## config.mk

```make
export PLATFORM = sky130hd
export DESIGN_NAME = isp_host
export DESIGN_NICKNAME = d
export VERILOG_FILES = /design/src/sync2.v /design/src/wait_timer.v /design/src/isp_host.v
export VERILOG_INCLUDE_DIRS = /design/src
export SDC_FILE = /design/constraint.sdc
export NUM_CORES = 1
export LEC_CHECK = 0
export BUFFER_PORTS_ARGS = -buffer_cell sky130_fd_sc_hd__buf_2
export CORE_ASPECT_RATIO = 1.4
export CORE_MARGIN = 2
export CORE_UTILIZATION = 32
export CTS_CLUSTER_DIAMETER = 200
export CTS_CLUSTER_SIZE = 40
export DETAILED_ROUTE_END_ITERATION = 7
export PLACE_DENSITY = 0.51
export SLEW_MARGIN = 10
export SYNTH_ARGS = -nofsm -noshare
export SYNTH_HDL_FRONTEND = slang
export SYNTH_SLANG_ARGS = --single-unit
```

## constraint.sdc

```tcl
create_clock -name clk_i -period 3.3 [get_ports clk_i]
set_input_delay 0.165 -clock clk_i [delete_from_list [all_inputs] [get_ports clk_i]]
set_output_delay 0.165 -clock clk_i [all_outputs]
set_load 0.02 [all_outputs]
```

## src/isp_defines.vh

```
// Constants of the serial programming controller.
`ifndef ISP_DEFINES_VH
`define ISP_DEFINES_VH
`define CLK_MHZ 200
`define SCK_DIV 8'h0f
`define PWRUP_WAIT_US 20000
`define PWRUP_CYC (`PWRUP_WAIT_US * `CLK_MHZ)
`define RST_PULSE_CYC 24'h000040
`define PAGE_WRITE_WAIT_US 4500
`define FUSE_WRITE_WAIT_US 4500
`define EEPROM_WRITE_WAIT_US 9000
`define ERASE_WAIT_US 9000
`define PAGE_WRITE_CYC (`PAGE_WRITE_WAIT_US * `CLK_MHZ)
`define FUSE_WRITE_CYC (`FUSE_WRITE_WAIT_US * `CLK_MHZ)
`define EEPROM_WRITE_CYC (`EEPROM_WRITE_WAIT_US * `CLK_MHZ)
`define ERASE_CYC (`ERASE_WAIT_US * `CLK_MHZ)
`define OP_PROG_EN 8'hac
`define OP_ECHO 8'h53
`define OP_ERASE_B2 8'h80
`define OP_READ_PROG 8'h20
`define OP_LOAD_PAGE 8'h40
`define OP_WRITE_PAGE 8'h4c
`define OP_READ_EE 8'ha0
`define OP_WRITE_EE 8'hc0
`define OP_READ_LOCK 8'h58
`define OP_WRITE_LOCK_B2 8'he0
`define OP_WRITE_FUSE_B2 8'ha0
`define OP_WRITE_FUSEH_B2 8'ha8
`define OP_READ_FUSE 8'h50
`define OP_READ_FUSEH_B2 8'h08
`define OP_READ_SIG 8'h30
`define OP_READ_CAL 8'h38
`define HI_SEL_BIT 3
`define WAIT_NONE 3'h0
`define WAIT_PAGE 3'h1
`define WAIT_EE 3'h2
`define WAIT_FUSE 3'h3
`define WAIT_ERASE 3'h4
`endif

```

## src/sync2.v

```verilog
// Two-flop synchroniser for one level from outside the clock domain.
`timescale 1ns/10ps
module sync2 (
  input wire clk_i,
  input wire arst_n_i,
  input wire ce_i,
  input wire d_i,
  output wire q_o
);
  reg s1_r;
  reg s2_r;
  always @(posedge clk_i or negedge arst_n_i)
  begin
    if (!arst_n_i)
    begin
      s1_r <= 1'b0;
      s2_r <= 1'b0;
    end
    else if (ce_i)
    begin
      s1_r <= d_i;
      s2_r <= s1_r;
    end
  end
  assign q_o = s2_r;
endmodule // sync2

```

## src/wait_timer.v

```verilog
// Down counter that times the least waits of the programming sequence.
`timescale 1ns/10ps
module wait_timer (
  input wire clk_i,
  input wire arst_n_i,
  input wire ce_i,
  input wire load_i,
  input wire [31:0] count_i,
  output wire busy_o
);
  reg [31:0] cnt_r;
  always @(posedge clk_i or negedge arst_n_i)
  begin
    if (!arst_n_i)
      cnt_r <= 32'h00000000;
    else if (ce_i)
    begin
      if (load_i)
        cnt_r <= count_i;
      else if (cnt_r != 32'h00000000)
        cnt_r <= cnt_r - 32'h00000001;
    end
  end
  assign busy_o = (cnt_r != 32'h00000000);
endmodule // wait_timer

```

## src/isp_host.v

```verilog
// Host controller that drives the serial programming pins of the device.
// Overview of operation
// Device samples MOSI on SCK rising; host changes MOSI while SCK is low.
// Device shifts MISO on SCK falling; host samples it on rising edge.
// Hold reset and SCK low at power-up; pulse reset high with SCK low.
// Wait at least 20 ms after reset before the program-enable frame.
// Device echoes 0x53 during third byte of program enable.
// Always send four bytes; on bad echo pulse reset and retry.
// Flash written per page: load words by 5 low bits, commit by 7 high.
// Only reads are issued until a pending write completes.
// EEPROM byte write auto-erases the location first.
// Flash page reads 0xFF while busy; polled until value matches.
// For 0xFF page data wait at least 4.5 ms instead of polling.
// EEPROM reads 0xFF while busy; 0xFF data waits at least 9.0 ms.
// Wait 4.5 ms after fuse write and 9.0 ms after chip erase.
// Program enable is AC 53 xx xx.
// Chip erase is AC 100x_xxxx xx xx.
// Program read: H in bit 3 of byte 1, address in bytes 2 and 3.
// Page load: 0100 H000, word index in 5 low bits, low byte first.
// Page commit: 4C, high bits in byte 2, low bits in byte 3 top.
// EEPROM read A0, write C0, nine-bit address, data in byte 4.
// Lock read 58; lock write AC E0 with six bits in byte 4.
// Fuse writes AC A0 / AC A8; reads 50 00 and 58 08.
// Signature read 30, calibration 38, byte select in byte 3.
// Program enable must succeed before any program or erase command.
// SCK low and high phases each last more than 3 device clocks.
// Bytes go MSB first; four bytes make one frame.
`timescale 1ns/10ps
`include "isp_defines.vh"
module isp_host #(
  parameter [31:0] PWRUP_CYC = `PWRUP_CYC,
  parameter [31:0] PAGE_WRITE_CYC = `PAGE_WRITE_CYC,
  parameter [31:0] FUSE_WRITE_CYC = `FUSE_WRITE_CYC,
  parameter [31:0] EEPROM_WRITE_CYC = `EEPROM_WRITE_CYC,
  parameter [31:0] ERASE_CYC = `ERASE_CYC
) (
  input wire clk_i,
  input wire arst_n_i,
  input wire ce_i,
  input wire start_i,
  input wire [7:0] op_i,
  input wire [7:0] b2_i,
  input wire [7:0] b3_i,
  input wire [7:0] b4_i,
  input wire poll_i,
  input wire [2:0] wait_sel_i,
  input wire enter_i,
  input wire leave_i,
  input wire miso_i,
  output reg sck_o,
  output reg mosi_o,
  output reg reset_n_o,
  output reg busy_o,
  output reg done_o,
  output reg [7:0] rdata_o,
  output reg sync_ok_o,
  output reg sync_fail_o
);
  // ----------------------------------------------------------------
  // States
  // ----------------------------------------------------------------
  localparam [3:0] S_OFF = 4'h0;
  localparam [3:0] S_RPULSE = 4'h1;
  localparam [3:0] S_PWAIT = 4'h2;
  localparam [3:0] S_ENFRM = 4'h3;
  localparam [3:0] S_IDLE = 4'h4;
  localparam [3:0] S_FRAME = 4'h5;
  localparam [3:0] S_POLL = 4'h6;
  localparam [3:0] S_TWAIT = 4'h7;

  reg [3:0] state_r;
  reg [31:0] frame_r;
  reg [31:0] cmd_r;
  reg [4:0] bit_r;
  reg [7:0] div_r;
  reg [7:0] shin_r;
  reg [7:0] echo_r;
  reg [2:0] wsel_r;
  reg poll_r;
  reg tload_r;
  reg [31:0] tcnt_r;
  wire miso_s;
  wire tbusy;
  wire is_read;
  wire [31:0] poll_frame;

  // ----------------------------------------------------------------
  // Input synchroniser and least-wait timer
  // ----------------------------------------------------------------
  sync2 u_miso (
    .clk_i(clk_i),
    .arst_n_i(arst_n_i),
    .ce_i(ce_i),
    .d_i(miso_i),
    .q_o(miso_s)
  );

  wait_timer u_wait (
    .clk_i(clk_i),
    .arst_n_i(arst_n_i),
    .ce_i(ce_i),
    .load_i(tload_r),
    .count_i(tcnt_r),
    .busy_o(tbusy)
  );

  // ----------------------------------------------------------------
  // Instruction decode
  // ----------------------------------------------------------------
  // Reads are the codes 0x00 to 0x3f, 0x50 to 0x5f and the EEPROM read.
  assign is_read = (op_i == `OP_READ_EE) || (op_i[7:6] == 2'b00) ||
    (op_i[7:4] == 4'h5);
  // Polling reads the written location back: page or EEPROM read.
  assign poll_frame = (cmd_r[31:24] == `OP_WRITE_EE) ?
    {`OP_READ_EE, cmd_r[23:8], 8'h00} :
    {`OP_READ_PROG, cmd_r[23:8], 8'h00};

  // ----------------------------------------------------------------
  // Sequencer and serial shifter
  // ----------------------------------------------------------------
  always @(posedge clk_i or negedge arst_n_i)
  begin
    if (!arst_n_i)
    begin
      state_r <= S_OFF;
      sck_o <= 1'b0;
      mosi_o <= 1'b0;
      reset_n_o <= 1'b0;
      busy_o <= 1'b0;
      done_o <= 1'b0;
      rdata_o <= 8'h00;
      sync_ok_o <= 1'b0;
      sync_fail_o <= 1'b0;
      frame_r <= 32'h00000000;
      cmd_r <= 32'h00000000;
      bit_r <= 5'h00;
      div_r <= 8'h00;
      shin_r <= 8'h00;
      echo_r <= 8'h00;
      wsel_r <= `WAIT_NONE;
      poll_r <= 1'b0;
      tload_r <= 1'b0;
      tcnt_r <= 32'h00000000;
    end
    else if (ce_i)
    begin
      tload_r <= 1'b0;
      done_o <= 1'b0;
      case (state_r)
        S_OFF:
        begin
          sck_o <= 1'b0;
          // The reset pin keeps its level here, so a released device runs.
          busy_o <= 1'b0;
          sync_ok_o <= 1'b0;
          if (enter_i)
          begin
            busy_o <= 1'b1;
            reset_n_o <= 1'b1;
            tcnt_r <= {8'h00, `RST_PULSE_CYC};
            tload_r <= 1'b1;
            state_r <= S_RPULSE;
          end
        end
        S_RPULSE:
        begin
          if (!tload_r && !tbusy)
          begin
            reset_n_o <= 1'b0;
            tcnt_r <= PWRUP_CYC;
            tload_r <= 1'b1;
            state_r <= S_PWAIT;
          end
        end
        S_PWAIT:
        begin
          if (!tload_r && !tbusy)
          begin
            frame_r <= {`OP_PROG_EN, `OP_ECHO, 16'h0000};
            bit_r <= 5'h00;
            div_r <= 8'h00;
            state_r <= S_ENFRM;
          end
        end
        S_ENFRM, S_FRAME, S_POLL:
        begin
          if (div_r == 8'h00 && !sck_o)
            mosi_o <= frame_r[31];
          if (div_r == `SCK_DIV)
          begin
            div_r <= 8'h00;
            sck_o <= ~sck_o;
            if (!sck_o)
            begin
              shin_r <= {shin_r[6:0], miso_s};
              frame_r <= {frame_r[30:0], 1'b0};
            end
            else
            begin
              bit_r <= bit_r + 5'h01;
              if (bit_r[2:0] == 3'h7 && bit_r[4:3] == 2'h2)
                echo_r <= shin_r;
              if (bit_r == 5'h1f)
              begin
                rdata_o <= shin_r;
                if (state_r == S_ENFRM)
                begin
                  if (echo_r == `OP_ECHO)
                  begin
                    sync_ok_o <= 1'b1;
                    busy_o <= 1'b0;
                    state_r <= S_IDLE;
                  end
                  else
                  begin
                    sync_fail_o <= 1'b1;
                    reset_n_o <= 1'b1;
                    tcnt_r <= {8'h00, `RST_PULSE_CYC};
                    tload_r <= 1'b1;
                    state_r <= S_RPULSE;
                  end
                end
                else if (state_r == S_POLL)
                begin
                  if (shin_r == cmd_r[7:0])
                  begin
                    busy_o <= 1'b0;
                    done_o <= 1'b1;
                    state_r <= S_IDLE;
                  end
                  else
                  begin
                    // A mismatch sends the same read again at once.
                    frame_r <= poll_frame;
                    div_r <= 8'h00;
                  end
                end
                else if (wsel_r == `WAIT_NONE)
                begin
                  busy_o <= 1'b0;
                  done_o <= 1'b1;
                  state_r <= S_IDLE;
                end
                else if (poll_r && cmd_r[7:0] != 8'hff)
                begin
                  frame_r <= poll_frame;
                  state_r <= S_POLL;
                end
                else
                begin
                  tload_r <= 1'b1;
                  state_r <= S_TWAIT;
                end
              end
            end
          end
          else
            div_r <= div_r + 8'h01;
        end
        S_TWAIT:
        begin
          // The least wait counts from the end of the write frame.
          if (!tload_r && !tbusy)
          begin
            busy_o <= 1'b0;
            done_o <= 1'b1;
            state_r <= S_IDLE;
          end
        end
        S_IDLE:
        begin
          if (leave_i)
          begin
            reset_n_o <= 1'b1;
            sync_ok_o <= 1'b0;
            state_r <= S_OFF;
          end
          else if (start_i)
          begin
            busy_o <= 1'b1;
            frame_r <= {op_i, b2_i, b3_i, b4_i};
            cmd_r <= {op_i, b2_i, b3_i, b4_i};
            poll_r <= poll_i;
            wsel_r <= is_read ? `WAIT_NONE : wait_sel_i;
            case (wait_sel_i)
              `WAIT_PAGE: tcnt_r <= PAGE_WRITE_CYC;
              `WAIT_EE: tcnt_r <= EEPROM_WRITE_CYC;
              `WAIT_FUSE: tcnt_r <= FUSE_WRITE_CYC;
              `WAIT_ERASE: tcnt_r <= ERASE_CYC;
              default: tcnt_r <= 32'h00000001;
            endcase
            bit_r <= 5'h00;
            div_r <= 8'h00;
            state_r <= S_FRAME;
          end
        end
        default:
          state_r <= S_OFF;
      endcase
    end
  end
endmodule // isp_host

```

## Yosys cells after proc, flatten, opt, wreduce, memory -nomap -nowiden

Cells that the tools add are included.

| operators by class | value |
|---|---|
| mux-type cells | 102 |
| equality and inequality tests | 43 |
| add/subtract/negate cells | 3 |
| bitwise operators | 3 |
| reduce and logical (&&, ||, !) cells | 39 |

Operator list:

| operator | number |
|---|---|
| two-way mux 32 bit | 23 |
| case mux 32 bit (4 select lines) | 1 |
| case mux 32 bit (3 select lines) | 1 |
| two-way mux 4 bit | 12 |
| two-way mux 1 bit | 43 |
| case mux 21 bit (2 select lines) | 1 |
| AND reduction 11 bit | 3 |
| two-way mux 8 bit | 4 |
| nonzero test 32 bit | 1 |
| subtractor 32 x 1 -> 32 bit, second input constant | 1 |
| inequality test 2 bit, second input constant | 13 |
| two-way mux 5 bit | 5 |
| case mux 4 bit (6 select lines) | 1 |
| case mux 8 bit (3 select lines) | 1 |
| == test 4 x 3 -> 1 bit, second input constant | 5 |
| inequality test 4 bit, second input constant | 5 |
| AND reduction 10 bit | 2 |
| == test 8 bit, second input constant | 2 |
| case mux 5 bit (3 select lines) | 1 |
| AND reduction 5 bit | 3 |
| AND reduction 7 bit | 2 |
| inequality test 3 bit, second input constant | 4 |
| adder 8 x 1 -> 8 bit, second input constant | 1 |
| == test 4 x 2 -> 1 bit, second input constant | 2 |
| 33 further kinds | 53 |

| storage, ports and cells | value |
|---|---|
| logic and storage cells | 212 |
| flip-flop bits (word level) | 183 |

## Logic depth before layout (Yosys ltp)

| depth | value |
|---|---|
| word-level depth | 10 |
| gate-level depth with buffers | 9 |
| mapped depth without buffers | 9 |

## By module

From an unflattened synthesis, not the netlist that was laid out.

| second synthesis, totals | value |
|---|---|
| cells, all modules | 825 |
| area total of the unflattened synthesis | 8535.7 um^2 |

By module, submodules not included:

| module | times used | area each (um^2) | cells an instance |
|---|---|---|---|
| isp_host | 1 | 6243.5 | 547 |
| wait_timer | 1 | 2219.6 | 274 |
| sync2 | 1 | 72.6 | 4 |

## Worst setup path before layout

Ideal clock, no wire load.

| timing path | value |
|---|---|
| path type | register -> register |
| from | register state_r[1] |
| to | register frame_r[1] |
| cell stages (with the launch flop) | 8 |
| clock period less this slack | 2.359 ns |
| library setup time | 0.128 ns |
| path buffers | 2 |
| slack | 0.941 ns |
| data arrival time | 2.232 ns |
| cells stage by stage | dfrtp_1 > buf_2 > xor2_1 > a21oi_2 > nor2_1 > a2111oi_4 > buf_6 > mux2_1 |

| on the way | value |
|---|---|
| word-level cells in the longest chain between the ends | 7 |

Ends and longest elaborated chain:

| item | RTL line | source |
|---|---|---|
| start, declared | isp_host.v:71 | `reg [3:0] state_r;` |
| start signal, assigned | isp_host.v:125 | `state_r <= S_OFF;` |
| start signal, assigned | isp_host.v:162 | `state_r <= S_RPULSE;` |
| start signal, assigned | isp_host.v:172 | `state_r <= S_PWAIT;` |
| == test 4 x 3 -> 1 bit | isp_host.v:149, isp_host.v:223 |  |
| two-way mux 32 bit | isp_host.v:223 | `else if (state_r == S_POLL)` |
| two-way mux 32 bit | isp_host.v:206 | `if (state_r == S_ENFRM)` |
| two-way mux 32 bit | isp_host.v:203 | `if (bit_r == 5'h1f)` |
| two-way mux 32 bit | isp_host.v:193 | `if (!sck_o)` |
| two-way mux 32 bit | isp_host.v:189 | `` if (div_r == `SCK_DIV) `` |
| case mux 32 bit (3 select lines) | isp_host.v:149 | `case (state_r)` |
| end signal, assigned | isp_host.v:179 | `` frame_r <= {`OP_PROG_EN, `OP_ECHO, 16'h0000}; `` |
| end signal, assigned | isp_host.v:196 | `frame_r <= {frame_r[30:0], 1'b0};` |
| end signal, assigned | isp_host.v:234 | `frame_r <= poll_frame;` |
| end, declared | isp_host.v:72 | `reg [31:0] frame_r;` |

Parallel ways exist; a longest one is shown, timed or not. The select of a mux whose other input is x is not followed.
A chain may end at the register's enable or synchronous reset.

## Worst setup path in the final report

| timing path | value |
|---|---|
| from | register u_wait.cnt_r[10] |
| to | register frame_r[3] |

| on the way | value |
|---|---|
| word-level cells in the longest chain between the ends | 5 |

Ends and longest elaborated chain:

| item | RTL line | source |
|---|---|---|
| start, declared | wait_timer.v:11 | `reg [31:0] cnt_r;` |
| start signal, assigned | wait_timer.v:19 | `cnt_r <= count_i;` |
| start signal, assigned | wait_timer.v:21 | `cnt_r <= cnt_r - 32'h00000001;` |
| nonzero test 32 bit | wait_timer.v:24 | `assign busy_o = (cnt_r != 32'h00000000);` |
| logical NOT 1 bit | isp_host.v:177 | `if (!tload_r && !tbusy)` |
| logical AND 1 bit | isp_host.v:177 |  |
| inequality test 2 bit (no source line) | n/a |  |
| AND reduction 11 bit (no source line) | n/a |  |

No other way between the ends.

==> report_table.html <==
<table>
<tr><th>Metric</th><th>Value</th></tr>
<tr><th colspan="2">Yosys</th></tr>
<tr><td>FFs w/ async S/R, synth</td><td>1.00</td></tr>
<tr><td>Mapped Cells</td><td>773</td></tr>
<tr><td>Number of flops mapped to enable cells by yosys</td><td>0</td></tr>
<tr><td>Cell type with the largest total area after synthesis</td><td>sky130_fd_sc_hd__dfrtp_1</td></tr>
<tr><td>Net count after synthesis</td><td>824</td></tr>
<tr><td>Synth Flop Type</td><td>sky130_fd_sc_hd__dfrtp_1</td></tr>
<tr><td>Mean post-synth cell area</td><td>10.6 um^2</td></tr>
<tr><td>Cell types with the largest area share after synthesis</td><td>sky130_fd_sc_hd__dfrtp_1, sky130_fd_sc_hd__mux2_2, sky130_fd_sc_hd__o21ai_0</td></tr>
<tr><td>Share of the synthesized area in the top cell type</td><td>0.484</td></tr>
<tr><td>Yosys warns</td><td>0</td></tr>
<tr><td>Number of library cell types mapped by synthesis</td><td>77</td></tr>
<tr><td>Synth top cells by count</td><td>sky130_fd_sc_hd__dfrtp_1, sky130_fd_sc_hd__o21ai_0, sky130_fd_sc_hd__mux2_2, sky130_fd_sc_hd__nand2_1, sky130_fd_sc_hd__nor2_1</td></tr>
<tr><td>Mapped Area</td><td>8220 um^2</td></tr>
<tr><td>Register bit total from synthesis</td><td>159</td></tr>
<tr><td>Most instantiated library cell after synthesis</td><td>sky130_fd_sc_hd__dfrtp_1</td></tr>
<tr><td>Share of the yosys chip area belonging to registers</td><td>0.484</td></tr>
<tr><th colspan="2">Worst setup path</th></tr>
<tr><td>Endpoint type of the worst setup path</td><td>flop</td></tr>
<tr><td>Launching element type of the critical path</td><td>flop</td></tr>
<tr><td>Largest stage delay on the critical path</td><td>0.48 ns</td></tr>
<tr><td>CP cell instances</td><td>nor3_1, and4_1, a311o_2, nand2_2, a2111oi_4, buf_12, mux2_2</td></tr>
<tr><td>Master of the slowest instance on the critical path</td><td>sky130_fd_sc_hd__and4_1</td></tr>
<tr><td>Setup Crit Path Kind</td><td>flop to flop</td></tr>
<tr><td>Critical path peak fanout</td><td>32</td></tr>
<tr><td>Required time at the worst-slack endpoint</td><td>3.62 ns</td></tr>
<tr><td>Worst path arrival time</td><td>3.10 ns</td></tr>
<tr><th colspan="2">Layout</th></tr>
<tr><td>Total area of sequential cells</td><td>3980 um^2</td></tr>
<tr><td>Fillers</td><td>2473</td></tr>
<tr><td>Synth-to-layout area growth</td><td>21.0%</td></tr>
<tr><td>Share of layout cells above drive strength 1</td><td>0.248</td></tr>
<tr><td>Area occupied by multi-input gates</td><td>3960 um^2</td></tr>
<tr><td>Final Instance Area</td><td>9950 um^2</td></tr>
<tr><td>Final nets</td><td>920</td></tr>
<tr><td>Share of the core filled with cells</td><td>0.393</td></tr>
<tr><th colspan="2">Timing</th></tr>
<tr><td>Number of failing setup endpoints in the final timing report</td><td>0</td></tr>
<tr><td>Unrepaired setup endpoints after global routing</td><td>no</td></tr>
<tr><td>Max-slew violation total from the final report</td><td>0</td></tr>
<tr><td>Final count of hold timing violations</td><td>0</td></tr>
<tr><td>Fin crit share</td><td>0.845</td></tr>
<tr><td>Final setup TNS</td><td>0 ns</td></tr>
<tr><td>Clock Skews</td><td>0.00908 ns</td></tr>
<tr><td>Tightest slew margin relative to the limit</td><td>0.447</td></tr>
<tr><td>Least-Margin Pin Slew</td><td>0.825 ns</td></tr>
<tr><td>Maximum operating frequency</td><td>359 MHz</td></tr>
<tr><td>Clock period minus final worst setup slack</td><td>2.79 ns</td></tr>
<tr><th colspan="2">Clocking</th></tr>
<tr><td>Insertion delay to the later sink of the worst-skew pair</td><td>0.44 ns</td></tr>
<tr><td>CTS tree</td><td>built</td></tr>
<tr><td>Clock-pin slew of the registers on the worst-case setup and hold paths</td><td>0.06 ns</td></tr>
<tr><td>Quantity of gates resized following cts</td><td>0</td></tr>
<tr><td>Maximum level of the CTS H-tree</td><td>4</td></tr>
<tr><td>Clock Path Buffers</td><td>2</td></tr>
<tr><td>Number of buffers added by the clock tree synthesis step</td><td>17</td></tr>
<tr><td>TritonCTS Sinks</td><td>159</td></tr>
<tr><td>Library cell used as clock root buffer</td><td>sky130_fd_sc_hd__clkbuf_16</td></tr>
<tr><th colspan="2">GRT</th></tr>
<tr><td>Leftover overflow at the end of global routing</td><td>0</td></tr>
<tr><td>Via count of the first global-routing pass</td><td>6237</td></tr>
<tr><td>First-pass GRT wire length</td><td>33600 um</td></tr>
<tr><td>Global Route Usage Sum</td><td>0.157</td></tr>
<tr><td>Pin count of the biggest net entering global routing</td><td>71</td></tr>
<tr><td>Antenna violations before repair</td><td>1</td></tr>
<tr><th colspan="2">Floorplanning</th></tr>
<tr><td>Effective utilization at floorplan</td><td>0.325</td></tr>
<tr><td>Die outline height</td><td>194 um</td></tr>
<tr><td>Count of standard-cell rows</td><td>69</td></tr>
<tr><td>Horizontal die dimension</td><td>139 um</td></tr>
<tr><td>Core region area</td><td>25300 um^2</td></tr>
<tr><td>Top-Level Pins</td><td>58</td></tr>
<tr><td>Die area</td><td>27000 um^2</td></tr>
<tr><th colspan="2">Drt</th></tr>
<tr><td>DR vias</td><td>6243</td></tr>
<tr><td>Post-DR wirelength/cell</td><td>17.2 um</td></tr>
<tr><td>Final antenna-violating net count</td><td>0</td></tr>
<tr><td>First-pass iteration count of the detailed router</td><td>6</td></tr>
<tr><td>Detailed-route DRC error count</td><td>0</td></tr>
<tr><td>Number of design-rule violations left by the first detailed-router iteration</td><td>403</td></tr>
<tr><td>Vias per cell</td><td>5.19</td></tr>
<tr><td>Drt total wl</td><td>20600 um</td></tr>
<tr><th colspan="2">Min path</th></tr>
<tr><td>Type of the tightest min-delay check</td><td>input pin to flop</td></tr>
<tr><th colspan="2">Placement</th></tr>
<tr><td>Post-detailed-placement half-perimeter wirelength</td><td>14300 um</td></tr>
<tr><td># port buffers</td><td>57</td></tr>
<tr><td>Placer's final routability congestion estimate</td><td>0.795</td></tr>
<tr><td>Post-detailed-placement cell area</td><td>8990 um^2</td></tr>
<tr><th colspan="2">Pwr</th></tr>
<tr><td>Ratio of total power to cell area</td><td>802 nW/um^2</td></tr>
<tr><td>Leak</td><td>4.44 nW</td></tr>
<tr><td>Maximum ir drop on the vdd rail</td><td>429 uV</td></tr>
<tr><td>Total power</td><td>0.00798 W</td></tr>
<tr><th colspan="2">Flow run</th></tr>
<tr><td>MaxCap Viol Count</td><td>0</td></tr>
<tr><th colspan="2">Run status</th></tr>
<tr><td>Status</td><td>finished clean</td></tr>
</table>
-- metrics by stage --
stage | setup slack (ns) | hold slack [ns] | instances
final | 0.512 | 0.0137 | 1202
after global routing | 0.314 | 0.00756 | 1202
after CTS | 0.503 | 0.000681 | 1201
after detailed placement | 0.523 | 0.240 | 1138
after global placement | 0.552 | 0.248 | 1138
after floorplan | 0.941 | -0.131 | 773
-- timing repair --
action / in CTS / in global routing
buffers inserted: 0 / 0
hold endpoints to repair: 98 / 0
hold buffers: 31 / 0
endpoints found under the setup margin: 0 / 0
-- critical path: cells and delay by family, from the launching register on --
| kind | cells | cell delay [ns] |
|---|---|---|
| simple gates | 3 | 1.00 |
| compound gates | 2 | 0.55 |
| flops | 1 | 0.42 |
| mux | 1 | 0.36 |
| buf+inv | 1 | 0.30 |
-- metal layers --
metal | vias to the layer above | wire, um | global-route usage
li1 | 3055 | - | -
met1 | 3066 | 9280 | 0.197
met2 | 94 | 10400 | 0.267
met3 | 28 | 485 | 0.0289
met4 | 0 | 458 | 0.0602
met5 | - | 0 | 0
-- cell type report --
cell class / instances / share of cell area
diodes: 1 / 0.000251
clock buffers: 22 / 0.0446
clock inverters: 10 / 0.0210
inverters: 26 / 0.00981
multi-input cells: 547 / 0.398
flip-flops and latches: 159 / 0.400
well taps: 319 / 0.0401
repair buffers: 118 / 0.0869
-- final timing paths --
check	to	depth (start not counted)	from	slack [ns]
min in group asynchronous	echo_r[4]	2	arst_n_i	0.32
setup reg to reg	frame_r[3]	7	u_wait.cnt_r[10]	0.51
hold / removal	cmd_r[30]	2	op_i[6]	0.01
setup / recovery	frame_r[3]	7	u_wait.cnt_r[10]	0.51
max in group asynchronous	cmd_r[18]	3	arst_n_i	2.24
hold reg to reg	frame_r[2]	1	frame_r[2]	0.49
-- logic make-up (layout without fill, tap and decap cells) --
group,Yosys count,after routing,synth area share
XOR/XNOR,11,11,0.0117
buffers and inverters,67,176,0.0356
AND/OR/NAND/NOR,222,222,0.143
other,0,1,0
multiplexers,115,115,0.163
flip-flops,159,159,0.484
adder cells (fa/ha/maj),8,8,0.0131
AO/OA/AOI/OAI,191,191,0.150
-- state kept, by name, summed over array words and instances, names as in the netlist, 3 cells and up --
| signal | count |
|---|---|
| rdata_o | 8 |
| frame_r | 32 |
| cmd_r | 32 |
| state_r | 3 |
| tcnt_r | 9 |
| shin_r | 8 |
| echo_r | 8 |
| bit_r | 5 |
| u_wait.cnt_r | 32 |
| div_r | 8 |
| wsel_r | 3 |
-- power breakdown --
part	switching, W	internal (W)	total, W
Sequential	0.000538	0.00253	0.00306
Combinational	0.00145	0.00126	0.00271
Clock	0.000797	0.00142	0.00222
-- placed cells by master, fill, tap and decap left out, drive strengths merged, types with 8 or more instances in the layout --
master	Yosys	final
a21oi	33	33
a22o	16	16
a31oi	11	11
and3	8	8
buf	18	87
clkbuf	23	22
dfrtp	159	159
dlygate4sd3	0	31
inv	24	25
mux2	90	90
mux2i	25	25
nand2	61	61
nand3	21	21
nand4	9	9
nor2	40	40
nor3	24	24
nor4	13	13
o21ai	73	73
o22ai	13	13
or3	10	10
xor2	9	9
(Power assumes the default switching activity.)
